File: config.mk
export PLATFORM = sky130hd
export DESIGN_NAME = file_cmd_unit
export DESIGN_NICKNAME = d
export VERILOG_FILES = /design/src/core/fcmd_pkg.sv /design/src/core/file_cmd_unit.sv
export VERILOG_INCLUDE_DIRS = /design/src /design/src/core
export SDC_FILE = /design/constraint.sdc
export NUM_CORES = 1
export LEC_CHECK = 0
export BUFFER_PORTS_ARGS = -buffer_cell sky130_fd_sc_hd__buf_2
export CAP_MARGIN = 10
export CORE_MARGIN = 2
export CORE_UTILIZATION = 60
export DETAILED_ROUTE_END_ITERATION = 8
export PLACE_DENSITY = 0.8
export SLEW_MARGIN = 10
export SYNTH_ARGS = -nofsm -noshare
export SYNTH_HDL_FRONTEND = slang
export SYNTH_SLANG_ARGS = --single-unit
File: constraint.sdc
create_clock -name CORE_CLK -period 9.9 [get_ports CORE_CLK]
set_clock_uncertainty 0.1 [all_clocks]
set_input_delay 0.99 -clock CORE_CLK [delete_from_list [all_inputs] [get_ports CORE_CLK]]
set_output_delay 0.99 -clock CORE_CLK [all_outputs]
set_load 0.01 [all_outputs]
File: src/core/fcmd_map.svh
// Register offsets, field positions, status words and parameter codes
// for the file access command unit. Definitions only.
`ifndef FCMD_MAP_SVH
`define FCMD_MAP_SVH

// Register offsets on the 8-bit register port
`define REG_CMD        8'h00
`define REG_PARAM      8'h04
`define REG_CURSEL     8'h08
`define REG_RESULT     8'h0C
`define REG_FILE_BASE  8'h20

// Field positions
`define CMD_OP_LSB     0
`define PARAM_P1_LSB   0
`define PARAM_P2_LSB   8
`define PARAM_LEN_LSB  16
`define PARAM_ABS_BIT  24
`define RES_PTR_LSB    16
`define RES_SET_BIT    24

// Status words returned to the terminal
`define SW_OK          16'h9000
`define SW_BAD_P1P2    16'h6A86
`define SW_NO_ACCESS   16'h6982
`define SW_NO_RECORD   16'h6A83
`define SW_NO_FILE     16'h6A82
`define SW_BAD_STRUCT  16'h6981

// Status command parameter codes
`define STS_P1_NONE    8'h00
`define STS_P1_INIT    8'h01
`define STS_P1_TERM    8'h02
`define STS_P2_SELECT  8'h00
`define STS_P2_DFNAME  8'h01
`define STS_P2_NODATA  8'h0C

// Record read modes and selector codes
`define REC_MODE_NEXT  3'h2
`define REC_MODE_PREV  3'h3
`define REC_MODE_ABS   3'h4
`define SFI_CURRENT    5'h00
`define SFI_RESERVED   5'h1F
`define BIN_SFI_TAG    3'h4
`define REC_CURRENT    8'h00
`define REC_FIRST      8'h01

// Sizes and reset values
`define FILE_COUNT     4
`define FILE_ENT_RESET 32'h0000_0000
`define WORD_ZERO      32'h0000_0000

`endif

File: src/core/fcmd_pkg.sv
// Types shared by the file access command unit and its surroundings.
// Assumes the offsets and codes of fcmd_map.svh.
package fcmd_pkg;

   typedef enum logic [1:0] {
      CMD_STATUS,
      CMD_READ_BIN,
      CMD_UPDATE_BIN,
      CMD_READ_REC
   } cmd_t;

   typedef enum logic [1:0] {
      FT_TRANSPARENT,
      FT_LINEAR,
      FT_CYCLIC,
      FT_NONE
   } file_type_t;

   // One file table word as software writes it
   typedef struct packed {
      logic [5:0]  nrec;
      logic        update_ok;
      logic        read_ok;
      file_type_t  ftype;
      logic        sfi_present;
      logic [4:0]  short_file_id;
      logic [15:0] fid;
   } file_ent_t;

   typedef enum logic [2:0] {
      ACC_NONE,
      ACC_SELECT_RESP,
      ACC_DF_NAME,
      ACC_READ_BIN,
      ACC_UPDATE_BIN,
      ACC_READ_REC
   } access_kind_t;

   // Order handed to the file store
   typedef struct packed {
      access_kind_t kind;
      logic [3:0]   file_idx;
      logic [14:0]  offset;
      logic [7:0]   length;
      logic         length_absent;
      logic [7:0]   record;
   } access_t;

   typedef enum logic [1:0] {
      IND_NONE,
      IND_INIT,
      IND_TERM
   } app_ind_t;

endpackage : fcmd_pkg

File: src/core/file_cmd_unit.sv
// File access command unit: decodes status, transparent read/update and
// record read commands, keeps the record pointer of the current file.
// Assumes software loads the file table and parameters before the command
// word, and that an outside file store serves the emitted access orders.
`timescale 1ns/100ps
`default_nettype none
`include "fcmd_map.svh"

module file_cmd_unit #(
   parameter int NUM_FILES = `FILE_COUNT
) (
   // Clock and reset
   input  wire logic              CORE_CLK,
   input  wire logic              RSTN,
   // Register port
   input  wire logic [7:0]        ADDR,
   input  wire logic [31:0]       WDATA,
   input  wire logic              WR,
   input  wire logic              RD,
   output logic      [31:0]       RDATA,
   // File store orders
   output logic                   ACC_VALID,
   output fcmd_pkg::access_t      ACC,
   // Application status indication
   output logic                   IND_VALID,
   output fcmd_pkg::app_ind_t     IND
);

   localparam int IDX_W = $clog2(NUM_FILES);

   fcmd_pkg::file_ent_t file_tab_reg  [NUM_FILES];
   fcmd_pkg::file_ent_t file_tab_next [NUM_FILES];
   logic [7:0]          p1_reg,  p1_next;
   logic [7:0]          p2_reg,  p2_next;
   logic [7:0]          len_reg, len_next;
   logic                labs_reg, labs_next;
   logic [IDX_W-1:0]    cur_reg, cur_next;
   logic [7:0]          ptr_reg, ptr_next;
   logic                pset_reg, pset_next;
   logic [15:0]         sw_reg, sw_next;
   logic                accv_reg, accv_next;
   fcmd_pkg::access_t   acc_reg, acc_next;
   logic                indv_reg, indv_next;
   fcmd_pkg::app_ind_t  ind_reg, ind_next;
   logic [31:0]         rdata_reg, rdata_next;

   // Short id lookup over the file table; first match wins
   function automatic logic [IDX_W:0] find_sfi(input logic [4:0] short_file_id);
      logic             hit;
      logic [IDX_W-1:0] idx;
      logic [4:0]       eff;
      hit = 1'b0;
      idx = '0;
      for (int i = 0; i < NUM_FILES; i++) begin
         eff = file_tab_reg[i].sfi_present ? file_tab_reg[i].short_file_id
                                           : file_tab_reg[i].fid[4:0];
         if (!hit && eff == short_file_id) begin
            hit = 1'b1;
            idx = IDX_W'(i);
         end
      end
      return {hit, idx};
   endfunction : find_sfi

   // Register file and command execution
   always_comb begin
      logic [IDX_W:0]      look;
      logic [IDX_W-1:0]    tgt;
      logic                ok;
      logic                same;
      logic                tset;
      logic [7:0]          rec;
      logic [7:0]          nrec;
      logic [14:0]         off;
      fcmd_pkg::file_ent_t ent;
      fcmd_pkg::cmd_t      cmd;
      look = '0;
      tgt  = cur_reg;
      ok   = 1'b1;
      same = 1'b1;
      tset = 1'b0;
      rec  = '0;
      nrec = '0;
      off  = '0;
      ent  = file_tab_reg[0];
      cmd  = fcmd_pkg::cmd_t'(WDATA[`CMD_OP_LSB +: 2]);
      file_tab_next = file_tab_reg;
      p1_next   = p1_reg;
      p2_next   = p2_reg;
      len_next  = len_reg;
      labs_next = labs_reg;
      cur_next  = cur_reg;
      ptr_next  = ptr_reg;
      pset_next = pset_reg;
      sw_next   = sw_reg;
      accv_next = 1'b0;
      acc_next  = acc_reg;
      indv_next = 1'b0;
      ind_next  = ind_reg;
      rdata_next = `WORD_ZERO;

      if (WR && ADDR == `REG_PARAM) begin
         p1_next   = WDATA[`PARAM_P1_LSB +: 8];
         p2_next   = WDATA[`PARAM_P2_LSB +: 8];
         len_next  = WDATA[`PARAM_LEN_LSB +: 8];
         labs_next = WDATA[`PARAM_ABS_BIT];
      end

      if (WR && ADDR == `REG_CURSEL) begin
         cur_next  = WDATA[IDX_W-1:0];
         pset_next = 1'b0;
      end

      for (int i = 0; i < NUM_FILES; i++) begin
         if (WR && ADDR == 8'(`REG_FILE_BASE + 4 * i)) begin
            file_tab_next[i] = fcmd_pkg::file_ent_t'(WDATA);
         end
      end

      if (WR && ADDR == `REG_CMD) begin
         acc_next = '0;
         acc_next.length        = len_reg;
         acc_next.length_absent = labs_reg;
         unique case (cmd)
            fcmd_pkg::CMD_STATUS: begin
               ok = (p1_reg == `STS_P1_NONE || p1_reg == `STS_P1_INIT
                     || p1_reg == `STS_P1_TERM);
               if (p2_reg == `STS_P2_SELECT) begin
                  acc_next.kind = fcmd_pkg::ACC_SELECT_RESP;
               end else if (p2_reg == `STS_P2_DFNAME) begin
                  acc_next.kind = fcmd_pkg::ACC_DF_NAME;
               end else if (p2_reg == `STS_P2_NODATA) begin
                  acc_next.kind = fcmd_pkg::ACC_NONE;
               end else begin
                  ok = 1'b0;
               end
               if (ok) begin
                  indv_next = 1'b1;
                  ind_next  = fcmd_pkg::app_ind_t'(p1_reg[1:0]);
                  accv_next = (acc_next.kind != fcmd_pkg::ACC_NONE);
                  sw_next   = `SW_OK;
               end else begin
                  sw_next = `SW_BAD_P1P2;
               end
            end
            fcmd_pkg::CMD_READ_BIN, fcmd_pkg::CMD_UPDATE_BIN: begin
               // Same decode for both directions
               if (!p1_reg[7]) begin
                  off = {p1_reg[6:0], p2_reg};
               end else if (p1_reg[7:5] == `BIN_SFI_TAG) begin
                  look = find_sfi(p1_reg[4:0]);
                  off  = {7'h00, p2_reg};
                  tgt  = look[IDX_W-1:0];
                  same = (tgt == cur_reg);
                  if (!look[IDX_W]) begin
                     ok      = 1'b0;
                     sw_next = `SW_NO_FILE;
                  end
               end else begin
                  ok      = 1'b0;
                  sw_next = `SW_BAD_P1P2;
               end
               ent = file_tab_reg[tgt];
               if (ok && ent.ftype != fcmd_pkg::FT_TRANSPARENT) begin
                  ok      = 1'b0;
                  sw_next = `SW_BAD_STRUCT;
               end
               if (ok && cmd == fcmd_pkg::CMD_READ_BIN && !ent.read_ok) begin
                  ok      = 1'b0;
                  sw_next = `SW_NO_ACCESS;
               end
               if (ok && cmd == fcmd_pkg::CMD_UPDATE_BIN && !ent.update_ok) begin
                  ok      = 1'b0;
                  sw_next = `SW_NO_ACCESS;
               end
               if (ok) begin
                  // Length passes through untouched: Le for read, Lc for update
                  acc_next.kind = (cmd == fcmd_pkg::CMD_READ_BIN)
                                  ? fcmd_pkg::ACC_READ_BIN
                                  : fcmd_pkg::ACC_UPDATE_BIN;
                  acc_next.offset   = off;
                  acc_next.file_idx = 4'(tgt);
                  accv_next = 1'b1;
                  sw_next   = `SW_OK;
                  cur_next  = tgt;
                  if (!same) begin
                     pset_next = 1'b0;
                  end
               end
            end
            fcmd_pkg::CMD_READ_REC: begin
               if (p2_reg[7:3] == `SFI_RESERVED) begin
                  ok      = 1'b0;
                  sw_next = `SW_BAD_P1P2;
               end else if (p2_reg[7:3] != `SFI_CURRENT) begin
                  look = find_sfi(p2_reg[7:3]);
                  tgt  = look[IDX_W-1:0];
                  same = (tgt == cur_reg);
                  if (!look[IDX_W]) begin
                     ok      = 1'b0;
                     sw_next = `SW_NO_FILE;
                  end
               end
               ent  = file_tab_reg[tgt];
               nrec = {2'b00, ent.nrec};
               // Another file's pointer counts as never set
               tset = same && pset_reg;
               rec  = ptr_reg;
               if (ok && ent.ftype != fcmd_pkg::FT_LINEAR
                      && ent.ftype != fcmd_pkg::FT_CYCLIC) begin
                  ok      = 1'b0;
                  sw_next = `SW_BAD_STRUCT;
               end
               if (ok && !ent.read_ok) begin
                  ok      = 1'b0;
                  sw_next = `SW_NO_ACCESS;
               end
               if (ok) begin
                  // Preset so a stale result word cannot survive a miss
                  sw_next = `SW_NO_RECORD;
                  // P1 is ignored in next and previous modes
                  unique case (p2_reg[2:0])
                     `REC_MODE_NEXT: begin
                        if (!tset) begin
                           rec = `REC_FIRST;
                        end else if (ptr_reg >= nrec) begin
                           if (ent.ftype == fcmd_pkg::FT_CYCLIC) begin
                              rec = `REC_FIRST;
                           end else begin
                              ok = 1'b0;
                           end
                        end else begin
                           rec = ptr_reg + 8'h01;
                        end
                     end
                     `REC_MODE_PREV: begin
                        if (!tset) begin
                           rec = nrec;
                        end else if (ptr_reg <= `REC_FIRST) begin
                           if (ent.ftype == fcmd_pkg::FT_CYCLIC) begin
                              rec = nrec;
                           end else begin
                              ok = 1'b0;
                           end
                        end else begin
                           rec = ptr_reg - 8'h01;
                        end
                     end
                     `REC_MODE_ABS: begin
                        if (p1_reg == `REC_CURRENT) begin
                           ok = tset;
                        end else begin
                           rec = p1_reg;
                        end
                     end
                     default: begin
                        ok      = 1'b0;
                        sw_next = `SW_BAD_P1P2;
                     end
                  endcase
                  if (ok && (rec == 8'h00 || rec > nrec)) begin
                     ok = 1'b0;
                  end
               end
               if (ok) begin
                  acc_next.kind     = fcmd_pkg::ACC_READ_REC;
                  acc_next.file_idx = 4'(tgt);
                  acc_next.record   = rec;
                  accv_next = 1'b1;
                  sw_next   = `SW_OK;
                  cur_next  = tgt;
                  if (p2_reg[2:0] != `REC_MODE_ABS) begin
                     ptr_next  = rec;
                     pset_next = 1'b1;
                  end else if (!same) begin
                     pset_next = 1'b0;
                  end
               end
               // A failed read leaves ptr_next and pset_next as they were
            end
         endcase
      end

      if (RD) begin
         if (ADDR == `REG_PARAM) begin
            rdata_next = {7'h00, labs_reg, len_reg, p2_reg, p1_reg};
         end else if (ADDR == `REG_CURSEL) begin
            rdata_next = 32'(cur_reg);
         end else if (ADDR == `REG_RESULT) begin
            rdata_next = {7'h00, pset_reg, ptr_reg, sw_reg};
         end
         for (int i = 0; i < NUM_FILES; i++) begin
            if (ADDR == 8'(`REG_FILE_BASE + 4 * i)) begin
               rdata_next = file_tab_reg[i];
            end
         end
      end
   end

   always_ff @(posedge CORE_CLK or negedge RSTN) begin
      if (!RSTN) begin
         for (int i = 0; i < NUM_FILES; i++) begin
            file_tab_reg[i] <= fcmd_pkg::file_ent_t'(`FILE_ENT_RESET);
         end
         p1_reg    <= 8'h00;
         p2_reg    <= 8'h00;
         len_reg   <= 8'h00;
         labs_reg  <= 1'b0;
         cur_reg   <= '0;
         ptr_reg   <= 8'h00;
         pset_reg  <= 1'b0;
         sw_reg    <= `SW_OK;
         accv_reg  <= 1'b0;
         acc_reg   <= '0;
         indv_reg  <= 1'b0;
         ind_reg   <= fcmd_pkg::IND_NONE;
         rdata_reg <= `WORD_ZERO;
      end else begin
         file_tab_reg <= file_tab_next;
         p1_reg    <= p1_next;
         p2_reg    <= p2_next;
         len_reg   <= len_next;
         labs_reg  <= labs_next;
         cur_reg   <= cur_next;
         ptr_reg   <= ptr_next;
         pset_reg  <= pset_next;
         sw_reg    <= sw_next;
         accv_reg  <= accv_next;
         acc_reg   <= acc_next;
         indv_reg  <= indv_next;
         ind_reg   <= ind_next;
         rdata_reg <= rdata_next;
      end
   end

   assign RDATA     = rdata_reg;
   assign ACC_VALID = accv_reg;
   assign ACC       = acc_reg;
   assign IND_VALID = indv_reg;
   assign IND       = ind_reg;

endmodule : file_cmd_unit

`default_nettype wire

Word-level counts from Yosys, hierarchy flattened
Cells that the tools add are included.
Widths: inputs -> output; s select.
{"block": "totals", "inputBits": 44, "elab_cells": 336, "output_inout_bits": 75, "ff_bits": 255}
{"block": "classes", "magnitude_cmp": 5, "n_reduce_logical": 48, "bitwise_logic": 2, "n_mux": 196, "eq_ne": 37, "n_addsub": 2}
{"cell": "$mux 16", "n": 15}
{"cell": "$mux 32", "n": 7}
{"cell": "$bmux 32 s2", "n": 2}
{"cell": "$mux 8", "n": 14}
{"cell": "$mux 1", "n": 107}
{"cell": "$mux 25", "n": 3}
{"cell": "$mux 2", "n": 26}
{"cell": "$mux 26", "n": 2}
{"cell": "$pmux 16 s3", "n": 1}
{"cell": "$eq 5x5->1", "n": 8}
{"cell": "$eq 8x6->1 const B", "n": 4}
{"cell": "$logic_not 8->1", "n": 4}
{"cell": "$mux 15", "n": 2}
{"cell": "$eq 8x4->1 const B", "n": 3}
{"cell": "$pmux 8 s3", "n": 1}
{"cell": "$logic_and 1x1->1", "n": 23}
{"cell": "$mux 22", "n": 1}
{"cell": "$ne 7x7->1 const B", "n": 3}
{"cell": "$mux 5", "n": 4}
{"cell": "$eq 8x1->1 const B", "n": 2}
{"cell": "$mux 3", "n": 4}
{"cell": "$logic_not 1->1", "n": 9}
{"cell": "$pmux 3 s3", "n": 1}
{"cell": "$add 8x1->8 const B", "n": 1}
{"cell": "33 further kinds", "n": 43}

Longest topological paths before layout
Gate-level depths: netlist of run 1.
{"block": "depth", "depth_word": 59, "ltp_mapped": 35, "mapped_depth_nobuf": 34}

Worst setup path after synthesis of run 1
No wires, ideal clock.
{"block": "synth_path", "kind": "register -> register", "startpoint": "reg p2_reg[5]", "endpoint": "reg ptr_reg[3]", "slack_ns": 2.332, "synth_period_minus_slack_ns": 7.568, "required_ns": 9.675, "setup_time_ns": 0.125, "stages_incl_launch_ff": 32, "arrival_time_ns": 7.343, "n_path_buf": 2, "path_cell_list": "dfrtp_1 clkbuf_1 or4_1 o21ai_0 buf_2 nand2_1 nand2_1 mux2_2 o21ai_0 ha_1 a21o_1 a21o_1 a211o_1 a2111oi_0 or4b_1 o211ai_1 a31o_2 ha_1 nor2b_1 o21a_1 o21a_1 o21ai_0 nand2b_1 a21oi_1 a31oi_1 nor2_1 nand2_1 a2111oi_2 and2_1 a21bo_4 nor3_4 mux2_4"}
{"block": "synth_via", "elab_chain_len": 51, "elab_cells_between_ends": 102, "classes_between": "2 x order compare; 9 x eq/ne; 74 x mux; 1 x bitwise; 16 x reduce/logical"}
{"element": "from (decl)", "line": "file_cmd_unit.sv:34", "source": "logic [7:0] p2_reg, p2_next;"}
{"element": "from (signal assigned)", "line": "file_cmd_unit.sv:321", "source": "p2_reg <= p2_next;"}
{"element": "branches (longest 51 deep; another with $eq 5x5->1)"}
{"element": "to (signal assigned)", "line": "file_cmd_unit.sv:325", "source": "ptr_reg <= ptr_next;"}
{"element": "to (decl)", "line": "file_cmd_unit.sv:38", "source": "logic [7:0] ptr_reg, ptr_next;"}
Parallel ways; which one is timed is not known. The select of a mux whose other input is x is not followed.
A chain may end at the register's enable or synchronous reset.

Worst setup path after layout of run 1
{"block": "layout_path", "startpoint": "reg file_tab_reg[21] in the netlist's numbering", "endpoint": "reg ptr_reg[0]"}
{"block": "layout_via", "elab_chain_len": 32, "elab_cells_between_ends": 76, "classes_between": "2 x order compare; 5 x eq/ne; 58 x mux; 1 x bitwise; 10 x reduce/logical"}
{"element": "from (decl)", "line": "file_cmd_unit.sv:31", "source": "fcmd_pkg::file_ent_t file_tab_reg [NUM_FILES];"}
{"element": "from (signal, indexed assignment)", "line": "file_cmd_unit.sv:303", "source": "file_tab_reg[i] <= fcmd_pkg::file_ent_t'(`FILE_ENT_RESET);"}
{"element": "from (signal assigned)", "line": "file_cmd_unit.sv:319", "source": "file_tab_reg <= file_tab_next;"}
{"element": "$mux 5 (*)", "line": "file_cmd_unit.sv:55", "source": "eff = file_tab_reg[i].sfi_present ? file_tab_reg[i].short_file_id"}
{"element": "$eq 5x5->1 (*)", "line": "file_cmd_unit.sv:57", "source": "if (!hit && eff == short_file_id) begin"}
{"element": "$logic_and 1x1->1 (*)", "line": "file_cmd_unit.sv:57"}
{"element": "branches (longest 29 deep; another with $bmux 32 s2)"}
Every way passes the cells marked *. The select of a mux whose other input is x is not followed.

==> results of run 1 <==
where the power goes:
group / switching, mW / internal [mW] / total (mW)
sequential: 0.0416 / 1.03 / 1.07
combinational: 0.190 / 0.117 / 0.307
clock: 0.411 / 0.592 / 1.00
total: 0.642 / 1.74 / 2.38
how the worst max path moves through the flow:
stage	start	endpoint	depth (start not counted)
floorplan	p2_reg[5]	ptr_reg[3]	31
global placement	file_tab_reg[21]	ptr_reg[4]	32
detailed placement	file_tab_reg[21]	ptr_reg[0]	32
CTS	file_tab_reg[21]	ptr_reg[0]	32
global route	file_tab_reg[53]	ptr_reg[5]	32
finish	file_tab_reg[21]	ptr_reg[0]	32
cell usage in the layout, fill, tap and decap left out, types with 6 or more instances in the layout:
master     netlist  routed
and2_1          15      14
buf_4            4      21
a21oi_1         57      57
nand2_1        129     129
nor4_1           6       6
a22o_1           8       8
nor2b_1          6       6
and3_1          11      11
o211ai_1        10      10
a222oi_1        26      26
mux2i_1         46      46
nor2_1          47      46
dfrtp_1        243     243
inv_1           19      19
buf_2            9     115
o21ai_0         56      56
xnor2_1         36      36
nand2b_1        10      10
o31ai_1          8       8
nand3_1         33      32
clkbuf_8         0       7
ha_1            20      20
a22oi_1         28      28
nor3_1          16      15
xor2_1          16      16
clkbuf_16        0      26
mux2_2         153     153
a221oi_1        12      12
a31oi_1         11      11
per-stage QoR:
step           util, %  cell area (µm²)  hold slack (ps)
2_1_floorplan        -            13100              350
3_3_place_gp      64.2            13900              350
3_5_place_dp      64.2            13900              352
4_1_cts           68.4            14800              365
5_1_grt           68.4            14800              395
6_report          68.4            14800              350
logic make-up (layout without fill, tap and decap cells):
family / Yosys count / after routing
DFF: 244 / 244
adders and majority gates: 20 / 20
muxes: 211 / 211
buffers and inverters: 100 / 205
other: 1 / 3
AOI/OAI and AO/OA: 287 / 287
xor gates and xnor gates: 52 / 52
and+or+nand+nor: 304 / 304
worst reg2reg max path: cells and delay by family (launching register included):
kind / cells / cell delay (ps)
fa+ha+maj: 2 / 600
mux: 3 / 1110
simple gates: 10 / 1980
xor+xnor: 1 / 120
flops: 1 / 550
buf+inv: 1 / 220
compound gates: 15 / 3490
metal layers:
metal / vias to the layer above / part of all wire, % / global-route usage [%] / wire (µm)
met5: - / 0 / 0 / 0
met4: 0 / 3.4 / 13.1 / 1340
met3: 105 / 9.7 / 6.08 / 3760
met2: 584 / 46 / 51.4 / 17900
met1: 5410 / 41 / 46.5 / 15800
li1: 4666 / - / - / -
cell type report:
| type | count | area [µm²] |
|---|---|---|
| Tap cell | 280 | 350 |
| Fill cell | 1603 | 6860 |
| Sequential cell | 244 | 6110 |
| Clock buffer | 38 | 766 |
| Clock inverter | 10 | 134 |
| Multi-Input combinational cell | 876 | 6650 |
| Antenna cell | 1 | 2.50 |
| Inverter | 20 | 75.1 |
| Timing Repair Buffer | 137 | 748 |
==> results_dict.tcl, run 1 <==
set metrics [dict create \
    crit_path_start_kind "flip-flop" \
    crit_fanout 9 \
    cpMaxStageDelayCell "dfrtp_1" \
    fin_cells 1606 \
    port_buffers 116 \
    cp.buffers_inverters 1 \
    htreeDepth 1 \
    dp.cells 1557 \
    finalPower_mw 2.38 \
    track_usage_pct 33.1 \
    syn_area_um2 13100 \
    die_x_um 152 \
    post-synth-top-count-cell "dfrtp_1" \
    critPathCaptureType "flip-flop" \
    vias 10800 \
    cts_buffers 26 \
    synth_xor_area_share_pct 3.47 \
    rsz0062_at_grt "no" \
    ys_warn_count 0 \
    yosysSeqAreaShare_pct 46.5 \
    fin_crit_sh_pct 83.3 \
    post_cts_resized 0 \
    crit_required_ps 10250 \
    critPathTopFamily "compound AO/OA/AOI/OAI gates" \
    largest_reg_flops 128 \
    drc 0 \
    yosysTopAreaCellShare_pct 46.3 \
    synth_cells 1219 \
    synthArstFlopShare_pct 100 \
    nets 1369 \
    worstMarginPinSlew_ps 1160 \
    drtIter0Drc 1137 \
    run_status "finished clean" \
    ys_top_cells_by_count "dfrtp_1, mux2_2, nand2_1, clkbuf_1, a21oi_1" \
    leakagePower_nw 7.01 \
    fin_setup_tns_ps 0 \
    viasPerCell 6.70 \
    setup_viol_count_final 0 \
    coreArea_um2 21700 \
    synth_fa_ha_area_share_pct 1.90 \
    irDropWorstVdd_mv 0.133 \
    ant_nets 0 \
    period_needed_ps 8250 \
    detailedPlace.worstSlack_ps 1780 \
    top_level_ports 119 \
    die-area_um2 23100 \
    r2r_end "ptr_reg[0]" \
    synth_mux_area_share_pct 18.1 \
    layout-drive-gt1-share_pct 28.4 \
    clock-sinks 244 \
    cap_violations 0 \
    rows 54 \
    maxSlewHeadroom_pct 22.9 \
    grt_overflow 0 \
    cts_tree "yes" \
    synthFlopType "dfrtp_1" \
    synthTopCellsByArea "dfrtp_1, mux2_2, nand2_1, mux2i_1, xnor2_1" \
    clockBufferDepth 3 \
    netlist-cell-type-count 89 \
    slew_violations 0 \
    place_congestion 0.983 \
    clock_latency_ps 560 \
    grt_pass1_wl_um 60900 \
    initial_core_util_pct 60.6 \
    synthSimpleGateAreaFrac_pct 11.3 \
    grt_pass1_vias 10700 \
    p_per_area_nw_per_um2 161 \
    reg2regPathDepth 32 \
    hpwlAfterDp_um 26200 \
    avgSynthCellArea_um2 10.8 \
    synth_top_family_by_area "multiplexers" \
    synth_edf_count 0 \
    area_growth_pct 12.8 \
    ctsRootBufferMaster "clkbuf_16" \
    antenna_found_initial 1 \
    reg2reg_slack_ps 1650 \
    clk_pin_slew_ps 60 \
    post_cts_buffers 0 \
    arrival_ps 8600 \
    critPathMaxStageDelay_ps 550 \
    die_h_um 152 \
    synth_compound_area_share_pct 15.6 \
    crit_type "flip-flop to flip-flop" \
    min_path_type "input pin to async pin" \
    firstDrtPassIters 8 \
    ys_ff_latch 244 \
    wl_per_cell_um 24.2 \
    wl_um 38800 \
    worst_slack_ps 1650 \
    fmax_ghz 0.121 \
    synth_top_cell_by_area "dfrtp_1" \
    r2r-start "file_tab_reg[21]" \
    cts_hold_buf 0 \
    hold_viol 0 \
    grt_max_degree 101 \
]
(Power assumes the default switching activity.)
==> run 2, diff against run 1 <==
Settings changed: CORE_UTILIZATION 60 to 54, PLACE_DENSITY 0.8 to 0.76.
Clock period 9.9 ns to 6.7 ns, I/O delays scaled along.
==> results_dict.tcl, run 2 (same netlist as run 1, synthesis figures left out) <==
set metrics [dict create \
    critPathCaptureType "flip-flop" \
    track_usage_pct 32.3 \
    nets 1510 \
    r2r-start "file_tab_reg[21]" \
    largest_reg_flops 128 \
    run_status "finished, violations left" \
    cts_hold_buf 0 \
    die_h_um 160 \
    final_common_cell "dfrtp_1" \
    layout-drive-gt1-share_pct 38.2 \
    firstDrtPassIters 6 \
    clk_pin_slew_ps 60 \
    fin_setup_tns_ps -7540 \
    grt_max_degree 107 \
    rows 57 \
    clockBufferDepth 3 \
    die_x_um 160 \
    viasPerCell 6.27 \
    critPathLaunch "file_tab_reg[21]" \
    ant_nets 0 \
    min_path_type "input pin to async pin" \
    fin_crit_sh_pct 108 \
    crit_path_start_kind "flip-flop" \
    setup_viol_count_final 27 \
    drtIter0Drc 1048 \
    rsz0062_at_grt "yes" \
    port_buffers 116 \
    dp.cells 1727 \
    hold_viol 0 \
    grt_pass1_vias 11500 \
    worstMarginPinSlew_ps 1040 \
    cp.buffers_inverters 1 \
    place_congestion 0.951 \
    htreeDepth 1 \
    cap_violations 0 \
    irDropWorstVdd_mv 0.175 \
    wl_um 41700 \
    worst_slack_ps -504 \
    critPathMaxStageDelay_ps 530 \
    fin_cells 1790 \
    crit_type "flip-flop to flip-flop" \
    slew_violations 0 \
    fmax_ghz 0.139 \
    clock_latency_ps 560 \
    leakagePower_nw 7.82 \
    mostFrequentLayoutCells "dfrtp_1, buf_4, mux2_2, nand2_1, buf_2" \
    top_level_ports 119 \
    vias 11200 \
    cp.depth 34 \
    crit_end "ptr_reg[1]" \
    cts_buffers 26 \
    crit_required_ps 7050 \
    r2r_end "ptr_reg[1]" \
    cts_tree "yes" \
    insertedDiodeCount 0 \
    ctsRootBufferMaster "clkbuf_16" \
    grt_overflow 0 \
    reg2reg_slack_ps -500 \
    grt_pass1_wl_um 64600 \
    area_growth_pct 24.1 \
    period_needed_ps 7200 \
    crit_fanout 6 \
    hpwlAfterDp_um 28700 \
    violations "setup timing" \
    finalPower_mw 3.78 \
    drc 0 \
    critPathTopFamily "compound AO/OA/AOI/OAI gates" \
    p_per_area_nw_per_um2 232 \
    clock-sinks 244 \
    cpMaxStageDelayCell "a2111o_1" \
    arrival_ps 7550 \
    coreArea_um2 24100 \
    reg2regPathDepth 34 \
    initial_core_util_pct 54.5 \
    maxSlewHeadroom_pct 30.8 \
    wl_per_cell_um 23.3 \
    die-area_um2 25600 \
    antenna_found_initial 0 \
]
==> run 2: changes by cell type in the layout (fill, tap and decap cells not counted), moves of 4 or more <==
cell / change
buf_4: +134
o21ai_0: -9
clkbuf_1: -5
o21ai_1: +5
buf_6: +4
mux2i_1: -4
nand2_1: -4
o21ai_2: +4
==> run 2: area by class of cell <==
type	count	area (µm²)
flip-flops and latches	244	6110
clock buffers	34	761
repair buffers	278	1860
inverters	20	75.1
multi-input cells	876	6870
fillers	1860	7790
clock inverters	14	231
well taps	324	405
==> run 2: repair_timing <==
action	CTS	global route
pin swaps	10	16
gates resized for setup	22	25
endpoints found under the setup margin	25	27
buffers inserted	7	10
==> run 2: how the worst min path moves through the flow <==
stage / end / slack (ps) / cells past startpoint
6_report: ACC[6] / 60 / 1
5_1_grt: ACC[7] / 140 / 1
4_1_cts: ACC[18] / 90 / 1
3_5_place_dp: ACC[18] / 350 / 2
3_3_place_gp: ACC[9] / 350 / 2
2_1_floorplan: ACC[0] / 270 / 0
==> run 2: where the power goes <==
| part | internal (mW) | switching [mW] |
|---|---|---|
| clock network | 0.996 | 0.611 |
| logic | 0.264 | 0.331 |
| registers | 1.52 | 0.0517 |
| total | 2.78 | 0.994 |
==> run 2: metrics by stage <==
stage	setup slack (ps)	hold slack, ps	utilization, %	cell area [µm²]
global route	-791	136	67.7	16300
global placement	-273	348	62.3	15000
CTS	-292	92.0	67.0	16100
detailed placement	-433	353	62.3	15000
floorplan	-118	274	-	13200
finish	-504	57.6	67.7	16300
==> run 2: metal layers <==
metal  wire (µm)  up-vias  global-route usage, %
li1            -     4966                      -
met1       16900     5646                   42.7
met4        1730        0                   14.5
met2       19800      508                   52.6
met3        3290      107                   5.66
met5           0        -                      0
==> run 3, diff against run 2 <==
Settings changed: SETUP_SLACK_MARGIN from default to 0.1.
==> results_dict.tcl, run 3 (same netlist as run 1, synthesis figures left out) <==
set metrics [dict create \
    nets 1511 \
    setup_viol_count_final 27 \
    crit_type "flip-flop to flip-flop" \
    min_path_type "input pin to async pin" \
    ctsRootBufferMaster "clkbuf_16" \
    cts_tree "yes" \
    final_core_util_pct 67.8 \
    maxSlewHeadroom_pct 29.3 \
    hold_viol 0 \
    irDropWorstVdd_mv 0.175 \
    cap_violations 0 \
    clock-sinks 244 \
    htreeDepth 1 \
    rows 57 \
    vias 11200 \
    place_congestion 0.951 \
    critPathCaptureType "flip-flop" \
    clockBufferDepth 3 \
    mostFrequentLayoutCells "dfrtp_1, buf_4, mux2_2, nand2_1, buf_2" \
    clk_pin_slew_ps 70 \
    crit_required_ps 7050 \
    fin_setup_tns_ps -7830 \
    layout-drive-gt1-share_pct 38.3 \
    run_status "finished, violations left" \
    initial_core_util_pct 54.5 \
    regArea_um2 6110 \
    grt_pass1_wl_um 64700 \
    clock_latency_ps 560 \
    die-area_um2 25600 \
    fmax_ghz 0.139 \
    ant_nets 0 \
    rsz0062_at_grt "yes" \
    antenna_found_initial 0 \
    crit_path_start_kind "flip-flop" \
    die_x_um 160 \
    cpMaxStageDelayCell "a2111o_1" \
    largest_reg_flops 128 \
    coreArea_um2 24100 \
    slew_violations 0 \
    worstMarginPinSlew_ps 1060 \
    insertedDiodeCount 0 \
    period_needed_ps 7200 \
    multi_input_area_um2 6880 \
    grt_overflow 0 \
    viasPerCell 6.27 \
    final_common_cell "dfrtp_1" \
    crit_fanout 6 \
    wl_um 41700 \
    violations "setup timing" \
    drc 0 \
    hpwlAfterDp_um 28700 \
    drtIter0Drc 1156 \
    worst_slack_ps -503 \
    critPathMaxStageDelay_ps 530 \
    fill_cells 1858 \
    wl_per_cell_um 23.3 \
    port_buffers 116 \
    hold_ws_ps 60.4 \
    top_level_ports 119 \
    die_h_um 160 \
    detailedPlace.worstSlack_ps -433 \
    track_usage_pct 32.3 \
    fin_crit_sh_pct 108 \
    area_growth_pct 24.3 \
    firstDrtPassIters 7 \
    grt_pass1_vias 11500 \
    arrival_ps 7550 \
    cts_buffers 26 \
    grt_max_degree 107 \
    cts_hold_buf 0 \
    p_per_area_nw_per_um2 231 \
    leakagePower_nw 7.83 \
]
## run 3: worst paths after layout
check / startpoint / end / cells after the start / slack, ps
setup / recovery: file_tab_reg[21] / ptr_reg[1] / 34 / -500
hold / removal: RSTN / ACC[6] / 1 / 60
setup reg to reg: file_tab_reg[21] / ptr_reg[1] / 34 / -500
hold reg to reg: ACC[13] / ACC[13] / 2 / 370
max in group asynchronous: RSTN / file_tab_reg[21] / 2 / 4880
min in group CORE_CLK: WDATA[14] / file_tab_reg[14] / 2 / 310
## run 3: area by class of cell
type                            count  share of cell area [%]
Clock buffer                       34                    4.66
Inverter                           20                   0.460
Multi-Input combinational cell    876                    42.1
Clock inverter                     14                    1.42
Tap cell                          324                    2.48
Sequential cell                   244                    37.4
Timing Repair Buffer              279                    11.4
## run 3: what timing repair did
action | in CTS | in global routing
pin swaps | 11 | 18
buffers inserted | 8 | 10
setup endpoints to repair | 27 | 27
gates resized for setup | 27 | 24
## run 3: stage by stage
step	std cells	power, mW	instance area, µm²
4_1_cts	1783	3.77	16200
3_3_place_gp	1727	2.14	15000
2_1_floorplan	1220	1.90	13200
5_1_grt	1791	3.91	16300
6_report	1791	3.78	16300
3_5_place_dp	1727	2.16	15000
## run 3: layer usage
metal	vias to the layer above	global-route usage (%)	part of all wire, %
met3	112	5.66	8.3
met4	0	14.5	4.3
met2	554	52.7	47
met5	-	0	0
li1	4954	-	-
met1	5609	42.7	40
## run 3: report_power, final
part / total, mW / internal (mW) / switching (mW)
clock: 1.61 / 0.997 / 0.611
sequential: 1.57 / 1.52 / 0.0515
combinational: 0.596 / 0.265 / 0.332
total: 3.78 / 2.78 / 0.994
## run 3: critical path: cells and delay by family (launching register included)
| family | cells | cell delay, ps |
|---|---|---|
| buffers and inverters | 1 | 150 |
| and+or+nand+nor | 11 | 1580 |
| DFF | 1 | 470 |
| AOI/OAI and AO/OA | 15 | 3200 |
| adders and majority gates | 2 | 500 |
| xor gates and xnor gates | 1 | 130 |
| muxes | 4 | 980 |
